File: src/verilog/ctx_pkg.sv
// constants shared by the test-mode radio end and the host sequencer end
//==========================================
// Contract
// - test mode sends frame or tone without break
// - tone sits half a megahertz off centre
// - no tone exactly on channel centre
// - headers omitted, PSDU repeats from first byte
// - host loads at least a length byte
// - host should load maximum length frame; the host loads the P_CONFIG length, 127 at reset
// - host configures before enabling test mode
// - enable needs test control and second register
// - host commands synth on, then transmit
// - buffer load needed in tone mode too
// - host unmasks lock irq, disables checksum
// - host commands idle, checks status 0x08
// - host may set channel and power
// - code 0xF enables, 0x0 none, rest reserved
// - tone mode only: raw data writes
// - host writes 0x54 then 0x46
// - synth on, lock irq, then transmit
// - bytes 0x00 low tone, 0xFF high tone
// - random maximum payload for spectral mask; the host sends a random payload of the P_CONFIG length
package ctx_pkg;
   //==========================================
   // radio register addresses
   localparam logic [7:0] A_STATUS  = 8'h01;   // radio state readback
   localparam logic [7:0] A_CMD     = 8'h02;   // radio_state_command
   localparam logic [7:0] A_CLKOUT  = 8'h03;   // clock_output_pin control
   localparam logic [7:0] A_CRC     = 8'h04;   // checksum append control
   localparam logic [7:0] A_POWER   = 8'h05;   // output power
   localparam logic [7:0] A_CHAN    = 8'h08;   // channel
   localparam logic [7:0] A_RAW_B   = 8'h0a;   // raw data mode, second
   localparam logic [7:0] A_RAW_A   = 8'h0c;   // raw data mode, first
   localparam logic [7:0] A_MASK    = 8'h0e;   // interrupt mask
   localparam logic [7:0] A_IRQ     = 8'h0f;   // interrupt status
   localparam logic [7:0] A_ENABLE  = 8'h1c;   // second enabling register
   localparam logic [7:0] A_TEST    = 8'h36;   // tx_test_control
   //==========================================
   // values
   localparam logic [7:0] C_TX_GO   = 8'h02;   // transmit command / busy code
   localparam logic [7:0] C_IDLE    = 8'h03;   // radio_idle_state command
   localparam logic [7:0] C_IDLE_ST = 8'h08;   // radio_idle_state status
   localparam logic [7:0] C_SYNTH   = 8'h09;   // synth on command / status
   localparam logic [7:0] V_LOCK    = 8'h01;   // lock interrupt bit
   localparam logic [7:0] V_CLKOUT  = 8'h01;
   localparam logic [7:0] V_RAW_A   = 8'h03;
   localparam logic [7:0] V_RAW_B   = 8'h37;
   localparam logic [7:0] V_EN1     = 8'h54;
   localparam logic [7:0] V_EN2     = 8'h46;
   localparam logic [7:0] V_TEST_ON = 8'h0f;
   localparam logic [3:0] F_CONT    = 4'hf;    // tx_test_function_code: on
   localparam logic [3:0] F_NONE    = 4'h0;    // tx_test_function_code: off
   localparam logic [7:0] R_TEST    = 8'h00;   // test control reset value
   localparam logic [7:0] B_LOW     = 8'h00;   // payload byte, tone below
   localparam logic [7:0] B_HIGH    = 8'hff;   // payload byte, tone above
   localparam logic [6:0] MAX_LEN   = 7'h7f;   // longest PSDU
   //==========================================
   // timing at 25 MHz
   localparam int CLK_NS   = 40;
   localparam int BYTE_NS  = 32000;            // one PSDU byte on air
   localparam int LOCK_NS  = 80000;            // synthesizer settle
   localparam int BYTE_CYC = BYTE_NS / CLK_NS;
   localparam int LOCK_CYC = (LOCK_NS + CLK_NS - 1) / CLK_NS;
   //==========================================
   // host APB registers
   localparam logic [7:0] P_CTRL   = 8'h00;    // [0]start [1]tone [2]high [3]stop
   localparam logic [7:0] P_CONFIG = 8'h04;    // chan, power, len, set bits
   localparam logic [7:0] P_STATUS = 8'h08;    // step, busy, tx, error, done
   localparam int CF_POW = 8;
   localparam int CF_LEN = 16;
   localparam int CF_SCH = 24;
   localparam int CF_SPW = 25;
   localparam logic [31:0] R_CONFIG = 32'h007f_0000;
endpackage : ctx_pkg

File: src/verilog/ctx_link_if.sv
// link between host sequencer and test-mode radio
interface ctx_link_if (input wire logic clk);
   logic       req;         // register access held until ack
   logic       we;          // write when high
   logic [7:0] addr;        // register address
   logic [7:0] wdata;       // write data
   logic       ack;         // one-cycle answer
   logic [7:0] rdata;       // read data valid with ack
   logic       fb_we;       // frame buffer byte strobe
   logic [6:0] fb_addr;     // buffer index, 0 is length
   logic [7:0] fb_data;     // buffer byte
   logic       irq;         // interrupt level
   logic       radio_rst;   // radio soft reset, high active
   modport radio (input req, we, addr, wdata, fb_we, fb_addr, fb_data, radio_rst,
                  output ack, rdata, irq);
   modport host  (output req, we, addr, wdata, fb_we, fb_addr, fb_data, radio_rst,
                  input ack, rdata, irq);
endinterface : ctx_link_if

File: src/verilog/ctx_host.sv
// host end: APB registers and the test-mode programming sequence
//
// The implementer's own choice: the APB slave port.
module ctx_host
(
   // clock and reset
   input  wire logic        clk,
   input  wire logic        resetn,
   // APB slave
   input  wire logic        psel,
   input  wire logic        penable,
   input  wire logic        pwrite,
   input  wire logic [7:0]  paddr,
   input  wire logic [31:0] pwdata,
   output logic [31:0]      prdata,
   output logic             pready,
   output logic             pslverr,
   // link
   ctx_link_if.host         link
);
   import ctx_pkg::*;
   //==========================================
   // step kinds
   typedef enum logic [2:0] {K_RST, K_WR, K_RD, K_FB, K_IRQ, K_MEAS} kind_t;
   typedef enum logic [2:0] {H_IDLE = 3'b000, H_ISSUE = 3'b001, H_WAIT = 3'b011,
                             H_FB = 3'b010, H_IRQ = 3'b110, H_MEAS = 3'b111,
                             H_DONE = 3'b101, H_ERR = 3'b100} hstate_t;
   typedef struct packed {
      hstate_t     st;
      logic [4:0]  step;       // 0..19
      logic        cw, high, stop;
      logic [31:0] cfg;
      logic [6:0]  fbi;        // buffer index
      logic [7:0]  lfsr;       // random payload
      logic        req, we, fb_we, rst;
      logic [7:0]  addr, wdata, expect_v;
      logic        expect_en;
      logic [6:0]  fb_addr;
      logic [7:0]  fb_data;
      logic [31:0] prdata;
      logic        pready, pslverr;
   } host_t;
   host_t h, next_h;
   kind_t      k;
   logic [7:0] sa, sd;
   logic       skip;
   logic [6:0] len;
   //==========================================
   // sequence table: kind, address, data
   function automatic kind_t step_kind(input logic [4:0] s);
      case (s)
         5'd0, 5'd19: return K_RST;
         5'd7:        return K_RD;
         5'd11:       return K_FB;
         5'd15:       return K_IRQ;
         5'd17:       return K_MEAS;
         default:     return K_WR;
      endcase
   endfunction : step_kind
   function automatic logic [15:0] step_ad(input logic [4:0] s, input logic [31:0] c);
      case (s)
         5'd1:    return {A_MASK, V_LOCK};
         5'd2:    return {A_CRC, 8'h00};
         5'd3:    return {A_CMD, C_IDLE};
         5'd4:    return {A_CLKOUT, V_CLKOUT};
         5'd5:    return {A_CHAN, c[7:0]};
         5'd6:    return {A_POWER, c[15:8]};
         5'd7:    return {A_STATUS, C_IDLE_ST};
         5'd8:    return {A_TEST, V_TEST_ON};
         5'd9:    return {A_RAW_A, V_RAW_A};
         5'd10:   return {A_RAW_B, V_RAW_B};
         5'd12:   return {A_ENABLE, V_EN1};
         5'd13:   return {A_ENABLE, V_EN2};
         5'd14:   return {A_CMD, C_SYNTH};
         5'd15:   return {A_IRQ, V_LOCK};
         5'd16:   return {A_CMD, C_TX_GO};
         5'd18:   return {A_ENABLE, 8'h00};
         default: return 16'h0000;
      endcase
   endfunction : step_ad
   //==========================================
   // next state
   always_comb
   begin
      next_h         = h;
      k              = step_kind(h.step);
      {sa, sd}       = step_ad(h.step, h.cfg);
      len            = (h.cfg[CF_LEN +: 7] == 7'h00) ? 7'h01 : h.cfg[CF_LEN +: 7];
      // optional settings and tone-only writes are skipped
      skip           = (h.step == 5'd5 && !h.cfg[CF_SCH])
                    || (h.step == 5'd6 && !h.cfg[CF_SPW])
                    || ((h.step == 5'd9 || h.step == 5'd10) && !h.cw);
      next_h.fb_we   = 1'b0;
      next_h.rst     = 1'b0;
      next_h.pready  = 1'b0;
      next_h.pslverr = 1'b0;
      // APB setup cycle prepares the answer for the access cycle
      if (psel && !penable)
      begin
         next_h.pready = 1'b1;
         next_h.prdata = 32'h0000_0000;
         case (paddr)
            P_CTRL:   next_h.prdata = {28'h0, h.stop, h.high, h.cw, 1'b0};
            P_CONFIG: next_h.prdata = h.cfg;
            P_STATUS: next_h.prdata = {20'h0, h.st == H_DONE, h.st == H_ERR,
                                       h.st == H_MEAS, h.st != H_IDLE, 3'h0, h.step};
            default:  next_h.pslverr = 1'b1;
         endcase
      end
      // writes land only at the edge where the master sees pready high
      if (psel && penable && h.pready && pwrite)
      begin
         case (paddr)
            P_CTRL:
            begin
               next_h.stop = pwdata[3];
               if (pwdata[0] && (h.st == H_IDLE || h.st == H_DONE || h.st == H_ERR))
               begin
                  next_h.cw   = pwdata[1];
                  next_h.high = pwdata[2];
                  next_h.step = 5'd0;
                  next_h.st   = H_ISSUE;
               end
            end
            P_CONFIG:
            begin
               if (h.st == H_IDLE || h.st == H_DONE || h.st == H_ERR)
                  next_h.cfg = pwdata;
            end
            default: ;
         endcase
      end
      case (h.st)
         H_ISSUE:
         begin
            // dispatch the current step
            if (skip)
               next_h.step = h.step + 5'd1;
            else
            case (k)
               K_RST:
               begin
                  next_h.rst  = 1'b1;
                  next_h.step = h.step + 5'd1;
                  if (h.step == 5'd19)
                     next_h.st = H_DONE;
               end
               K_FB:
               begin
                  next_h.st  = H_FB;
                  next_h.fbi = 7'h00;
               end
               K_IRQ:    next_h.st = H_IRQ;
               K_MEAS:   next_h.st = H_MEAS;
               default:
               begin
                  next_h.req       = 1'b1;
                  next_h.we        = (k == K_WR);
                  next_h.addr      = sa;
                  next_h.wdata     = sd;
                  next_h.expect_en = (k == K_RD);
                  next_h.expect_v  = sd;
                  next_h.st        = H_WAIT;
               end
            endcase
         end
         H_WAIT:
         begin
            // hold the access until the radio answers
            if (link.ack)
            begin
               next_h.req  = 1'b0;
               next_h.step = h.step + 5'd1;
               next_h.st   = (h.expect_en && link.rdata != h.expect_v) ? H_ERR : H_ISSUE;
            end
         end
         H_FB:
         begin
            // length byte then payload, one byte a cycle
            next_h.fb_we   = 1'b1;
            next_h.fb_addr = h.fbi;
            if (h.fbi == 7'h00)
               next_h.fb_data = {1'b0, len};
            else if (h.cw)
               next_h.fb_data = h.high ? B_HIGH : B_LOW;
            else
            begin
               next_h.fb_data = h.lfsr;
               next_h.lfsr    = {h.lfsr[6:0], h.lfsr[7] ^ h.lfsr[5] ^ h.lfsr[4] ^ h.lfsr[3]};
            end
            next_h.fbi = h.fbi + 7'h01;
            if (h.fbi == len)
            begin
               next_h.st   = H_ISSUE;
               next_h.step = h.step + 5'd1;
            end
         end
         H_IRQ:
         begin
            // lock interrupt, then confirm by reading interrupt status
            if (link.irq)
            begin
               next_h.req       = 1'b1;
               next_h.we        = 1'b0;
               next_h.addr      = sa;
               next_h.expect_en = 1'b1;
               next_h.expect_v  = sd;
               next_h.st        = H_WAIT;
            end
         end
         H_MEAS:
         begin
            // transmit runs until software asks to stop
            if (h.stop)
            begin
               next_h.stop = 1'b0;
               next_h.step = h.step + 5'd1;
               next_h.st   = H_ISSUE;
            end
         end
         default: ;
      endcase
   end
   //==========================================
   // state register
   always_ff @(posedge clk or negedge resetn)
   begin
      if (!resetn)
      begin
         h      <= '0;
         h.cfg  <= R_CONFIG;
         h.lfsr <= 8'h01;
      end
      else
         h <= next_h;
   end
   assign prdata         = h.prdata;
   assign pready         = h.pready;
   assign pslverr        = h.pslverr;
   assign link.req       = h.req;
   assign link.we        = h.we;
   assign link.addr      = h.addr;
   assign link.wdata     = h.wdata;
   assign link.fb_we     = h.fb_we;
   assign link.fb_addr   = h.fb_addr;
   assign link.fb_data   = h.fb_data;
   assign link.radio_rst = h.rst;
endmodule : ctx_host

File: src/flat_wrapper.sv
// flat-port wrapper written by rule: the top's interface ports become plain ports
module ctx_host_flat import ctx_pkg::*;
  (clk, resetn, psel, penable, pwrite, paddr, pwdata, prdata, pready, pslverr, link_req, link_we, link_addr, link_wdata, link_fb_we, link_fb_addr, link_fb_data, link_radio_rst, link_ack, link_rdata, link_irq);
  ctx_link_if link_i (.clk(clk));
  input  wire logic clk;
  input  wire logic resetn;
  input  wire logic psel;
  input  wire logic penable;
  input  wire logic pwrite;
  input  wire logic [7:0] paddr;
  input  wire logic [31:0] pwdata;
  output logic [31:0] prdata;
  output logic pready;
  output logic pslverr;
  output wire logic [$bits(link_i.req)-1:0] link_req;
  output wire logic [$bits(link_i.we)-1:0] link_we;
  output wire logic [$bits(link_i.addr)-1:0] link_addr;
  output wire logic [$bits(link_i.wdata)-1:0] link_wdata;
  output wire logic [$bits(link_i.fb_we)-1:0] link_fb_we;
  output wire logic [$bits(link_i.fb_addr)-1:0] link_fb_addr;
  output wire logic [$bits(link_i.fb_data)-1:0] link_fb_data;
  output wire logic [$bits(link_i.radio_rst)-1:0] link_radio_rst;
  input wire logic [$bits(link_i.ack)-1:0] link_ack;
  input wire logic [$bits(link_i.rdata)-1:0] link_rdata;
  input wire logic [$bits(link_i.irq)-1:0] link_irq;
  assign link_req = link_i.req;
  assign link_we = link_i.we;
  assign link_addr = link_i.addr;
  assign link_wdata = link_i.wdata;
  assign link_fb_we = link_i.fb_we;
  assign link_fb_addr = link_i.fb_addr;
  assign link_fb_data = link_i.fb_data;
  assign link_radio_rst = link_i.radio_rst;
  assign link_i.ack = link_ack;
  assign link_i.rdata = link_rdata;
  assign link_i.irq = link_irq;
  ctx_host u_core (.clk(clk), .resetn(resetn), .psel(psel), .penable(penable), .pwrite(pwrite), .paddr(paddr), .pwdata(pwdata), .prdata(prdata), .pready(pready), .pslverr(pslverr), .link(link_i));
endmodule
File: config.mk
export PLATFORM = sky130hd
export DESIGN_NAME = ctx_host_flat
export DESIGN_NICKNAME = d
export VERILOG_FILES = /design/src/verilog/ctx_pkg.sv /design/src/verilog/ctx_link_if.sv /design/src/verilog/ctx_host.sv /design/src/flat_wrapper.sv
export SDC_FILE = /design/constraint.sdc
export NUM_CORES = 1
export LEC_CHECK = 0
export ABC_CLOCK_PERIOD_IN_PS = 2600
export BUFFER_PORTS_ARGS = -buffer_cell sky130_fd_sc_hd__buf_2
export CELL_PAD_IN_SITES_DETAIL_PLACEMENT = 1
export CELL_PAD_IN_SITES_GLOBAL_PLACEMENT = 1
export CORE_UTILIZATION = 29
export CTS_BUF_LIST = sky130_fd_sc_hd__clkbuf_16
export DETAILED_ROUTE_END_ITERATION = 16
export PLACE_DENSITY = 0.6
export SYNTH_ARGS = -nofsm -noshare
export SYNTH_HDL_FRONTEND = slang
export SYNTH_SLANG_ARGS = --single-unit
File: constraint.sdc
create_clock -name clk -period 2.6 [get_ports clk]
set_input_delay 0.39 -clock clk [delete_from_list [all_inputs] [get_ports clk]]
set_output_delay 0.39 -clock clk [all_outputs]
set_load 0.02 [all_outputs]
==> flow_metrics.tcl <==
set metrics [dict create \
    tns_ns 0 \
    antenna_found_initial 4 \
    ys_seq_area_frac 0.485 \
    io_pins 124 \
    drt_iter0_drc 366 \
    cts_tree "built" \
    gp_congestion 0.839 \
    drv_slew 0 \
    yosys.area_share.adder 0.0141 \
    dp_hpwl_mm 14.7 \
    multi_input_area_um2 2890 \
    cp-end-kind "register" \
    syn_area_um2 6930 \
    cp.arrival_ns 2.75 \
    initial_core_util 0.295 \
    wl_mm 19.8 \
    layout-drive-gt1-share 0.333 \
    start_kind "register" \
    seq_area_um2 3360 \
    rows 56 \
    cp_max_fo 11 \
    path_clk_slew_ns 0.06 \
    nFillCells 2658 \
    vias_per_cell 4.88 \
    nets 812 \
    cp_data_required_time_ns 2.91 \
    synth_xor_area_frac 0.0227 \
    synth_cells 677 \
    grt_use_total 0.171 \
    core-area_um2 23500 \
    postSynth.asyncResetShare 1.00 \
    ys_seq_elements 134 \
    yosysWarnings 0 \
    slew_headroom 0.579 \
    synth_area_per_cell_um2 10.2 \
    period_share 0.940 \
    holdWs_ns 0.193 \
    grt_pass1_vias 5495 \
    grt.overflow.total 0 \
    clockBufferDepth 2 \
    cts_buffers 17 \
    leakage_uw 0.00397 \
    fmaxAchievable_mhz 409 \
    die_h_um 157 \
    hold_viol 0 \
    setup_viol 0 \
    dieArea_um2 24500 \
    ir_drop_mv 0.501 \
    grt_max_degree 53 \
    ant_nets 0 \
    synth_cell_types 60 \
    area_growth_pct 18.0 \
    grt_pass1_wl_mm 31.7 \
    postCtsSetupBuffers 0 \
    ys.flop_type "dfrtp_1" \
    dr_total_vias 5280 \
    insertion_delay_ns 0.42 \
    die_width_um 157 \
    min_period_ns 2.44 \
    cts.sinks 134 \
    cts-htree-levels 4 \
    power.density_nw_per_um2 970 \
    crit_type "register to register" \
    synth-edff-count 0 \
    rsz0062_at_grt "false" \
    port_buffers 121 \
    dpl-instance-area_um2 7590 \
    clock_skew_ns 0.00817 \
    stdcell_area_um2 8180 \
    wl_per_cell_um 18.3 \
    dr.pass1.iters 4 \
    drv_cap 0 \
    synth_compound_area_frac 0.166 \
    route.detailed.drc 0 \
    synth_top_family_by_area "compound AO/OA/AOI/OAI gates" \
    outcome "completed" \
    hp-class "input pin to register" \
    worst_pin_slew_ns 0.631 \
    n_antenna_cell 0 \
    synth-simple-area-share 0.119 \
    muxShareOfSynthArea 0.0933 \
    clockRootBuffer "clkbuf_16" \
]
## where the power goes
group          internal [uW]  switching, uW  total, uW  leakage [uW]
Clock                   1420            983       2400      0.000285
Combinational           1070           1760       2830       0.00189
Sequential              2410            298       2710       0.00179
Total                   4900           3040       7940       0.00397
## registers in the layout (all words and copies together) (netlist names)
signal and cells:
u_core.link.fb_we 1, u_core.pready 1, u_core.link.req 1, u_core.prdata 32, u_core.link.wdata 8, u_core.link.fb_data 8
u_core.pslverr 1, u_core.link.fb_addr 7, u_core.link.we 1, u_core.link.addr 6, u_core.h 67, u_core.link.radio_rst 1
## worst paths after layout
path,slack [ns],from,cells past startpoint,end
setup / recovery,0.16,u_core.h[129],7,u_core.link.wdata[3]
hold / removal,0.19,pwdata[30],2,u_core.h[123]
setup reg to reg,0.16,u_core.h[129],7,u_core.link.wdata[3]
hold reg to reg,0.47,u_core.link.fb_addr[1],2,u_core.link.fb_addr[1]
max in group asynchronous,1.40,resetn,3,u_core.h[114]
min in group asynchronous,0.46,resetn,2,u_core.link.fb_addr[2]
## cell type report
cell class,instances,share of cell area
Clock buffer,17,0.0520
Clock inverter,15,0.0190
Inverter,20,0.00918
Multi-Input combinational cell,425,0.353
Sequential cell,134,0.411
Tap cell,319,0.0488
Timing Repair Buffer,152,0.107
## timing repair
item / in CTS / in global routing
gates resized for setup: 0 / 0
hold buffers: 1 / 0
endpoints found under the hold margin: 44 / 0
setup endpoints to repair: 0 / 0
## per-stage QoR
stage / std cells / utilization / power [uW] / worst slack, ns
floorplan: 678 / - / 4740 / 0.182
global placement: 1049 / 0.323 / 5550 / 0.239
detailed placement: 1049 / 0.323 / 5580 / 0.148
CTS: 1082 / 0.349 / 8020 / 0.134
global route: 1082 / 0.349 / 8460 / 0.00336
finish: 1082 / 0.349 / 7940 / 0.157
## cell usage in the layout, fill, tap and decap left out, types with 4 or more instances in the layout
master and count:
mux2i_1 5, a221o_1 4, nand4_1 5, inv_1 21, mux2_2 53, o21a_1 4
nor2b_1 7, ha_1 7, nand3_1 19, nand2b_1 14, xnor2_1 8, dfrtp_1 126
nor2_1 35, a21oi_1 27, o22ai_1 6, buf_2 120, and3_1 4, a22oi_1 6
a31oi_1 10, dfstp_2 8, clkbuf_16 17, xor2_1 10, nand2_1 67, o21ai_0 45
nor4_1 5, buf_4 28, a21o_1 6, a22o_1 24, o31ai_1 10
## cells in the mapped netlist (5+ instances only)
library cell | number | share of area
nand2b_1 | 14 | 0.013
dfstp_2 | 8 | 0.030
nand2_1 | 67 | 0.036
dfrtp_1 | 126 | 0.45
a31oi_1 | 10 | 0.0090
a21oi_1 | 27 | 0.019
ha_1 | 7 | 0.013
xnor2_1 | 8 | 0.010
mux2i_1 | 5 | 0.0072
nand4_1 | 5 | 0.0045
mux2_2 | 53 | 0.086
a21o_1 | 6 | 0.0065
o31ai_1 | 10 | 0.011
o22ai_1 | 6 | 0.0054
a22oi_1 | 6 | 0.0065
nor4_1 | 5 | 0.0045
buf_4 | 64 | 0.069
nand3_1 | 20 | 0.014
xor2_1 | 10 | 0.013
a22o_1 | 24 | 0.030
nor2_1 | 35 | 0.019
nor2b_1 | 7 | 0.0063
o21ai_0 | 45 | 0.032
clkbuf_1 | 27 | 0.015
inv_1 | 19 | 0.010
## routing by layer
layer  global-route usage  wire [um]  up-vias
met2                0.259       8860      127
met3               0.0435        951       13
met1                0.241       9780     2654
li1                     -          -     2484
met5                    0         13        -
met4               0.0458        175        2
## critical path, cell delays in order (launching register included)
cell     delay [ns]
dfrtp_1        0.46
inv_1          0.12
ha_1           0.35
nor2_1         0.09
or4_1          0.51
nand3_1        0.17
or2_2          0.27
mux2_2         0.37
## cell families after synthesis
group | count (synthesis)
AO/OA/AOI/OAI | 166
multiplexers | 58
other | 1
adder cells (fa/ha/maj) | 8
flip-flops | 134
XOR/XNOR | 18
AND/OR/NAND/NOR | 173
buffers and inverters | 119
Power figures use the tool's default switching activity.
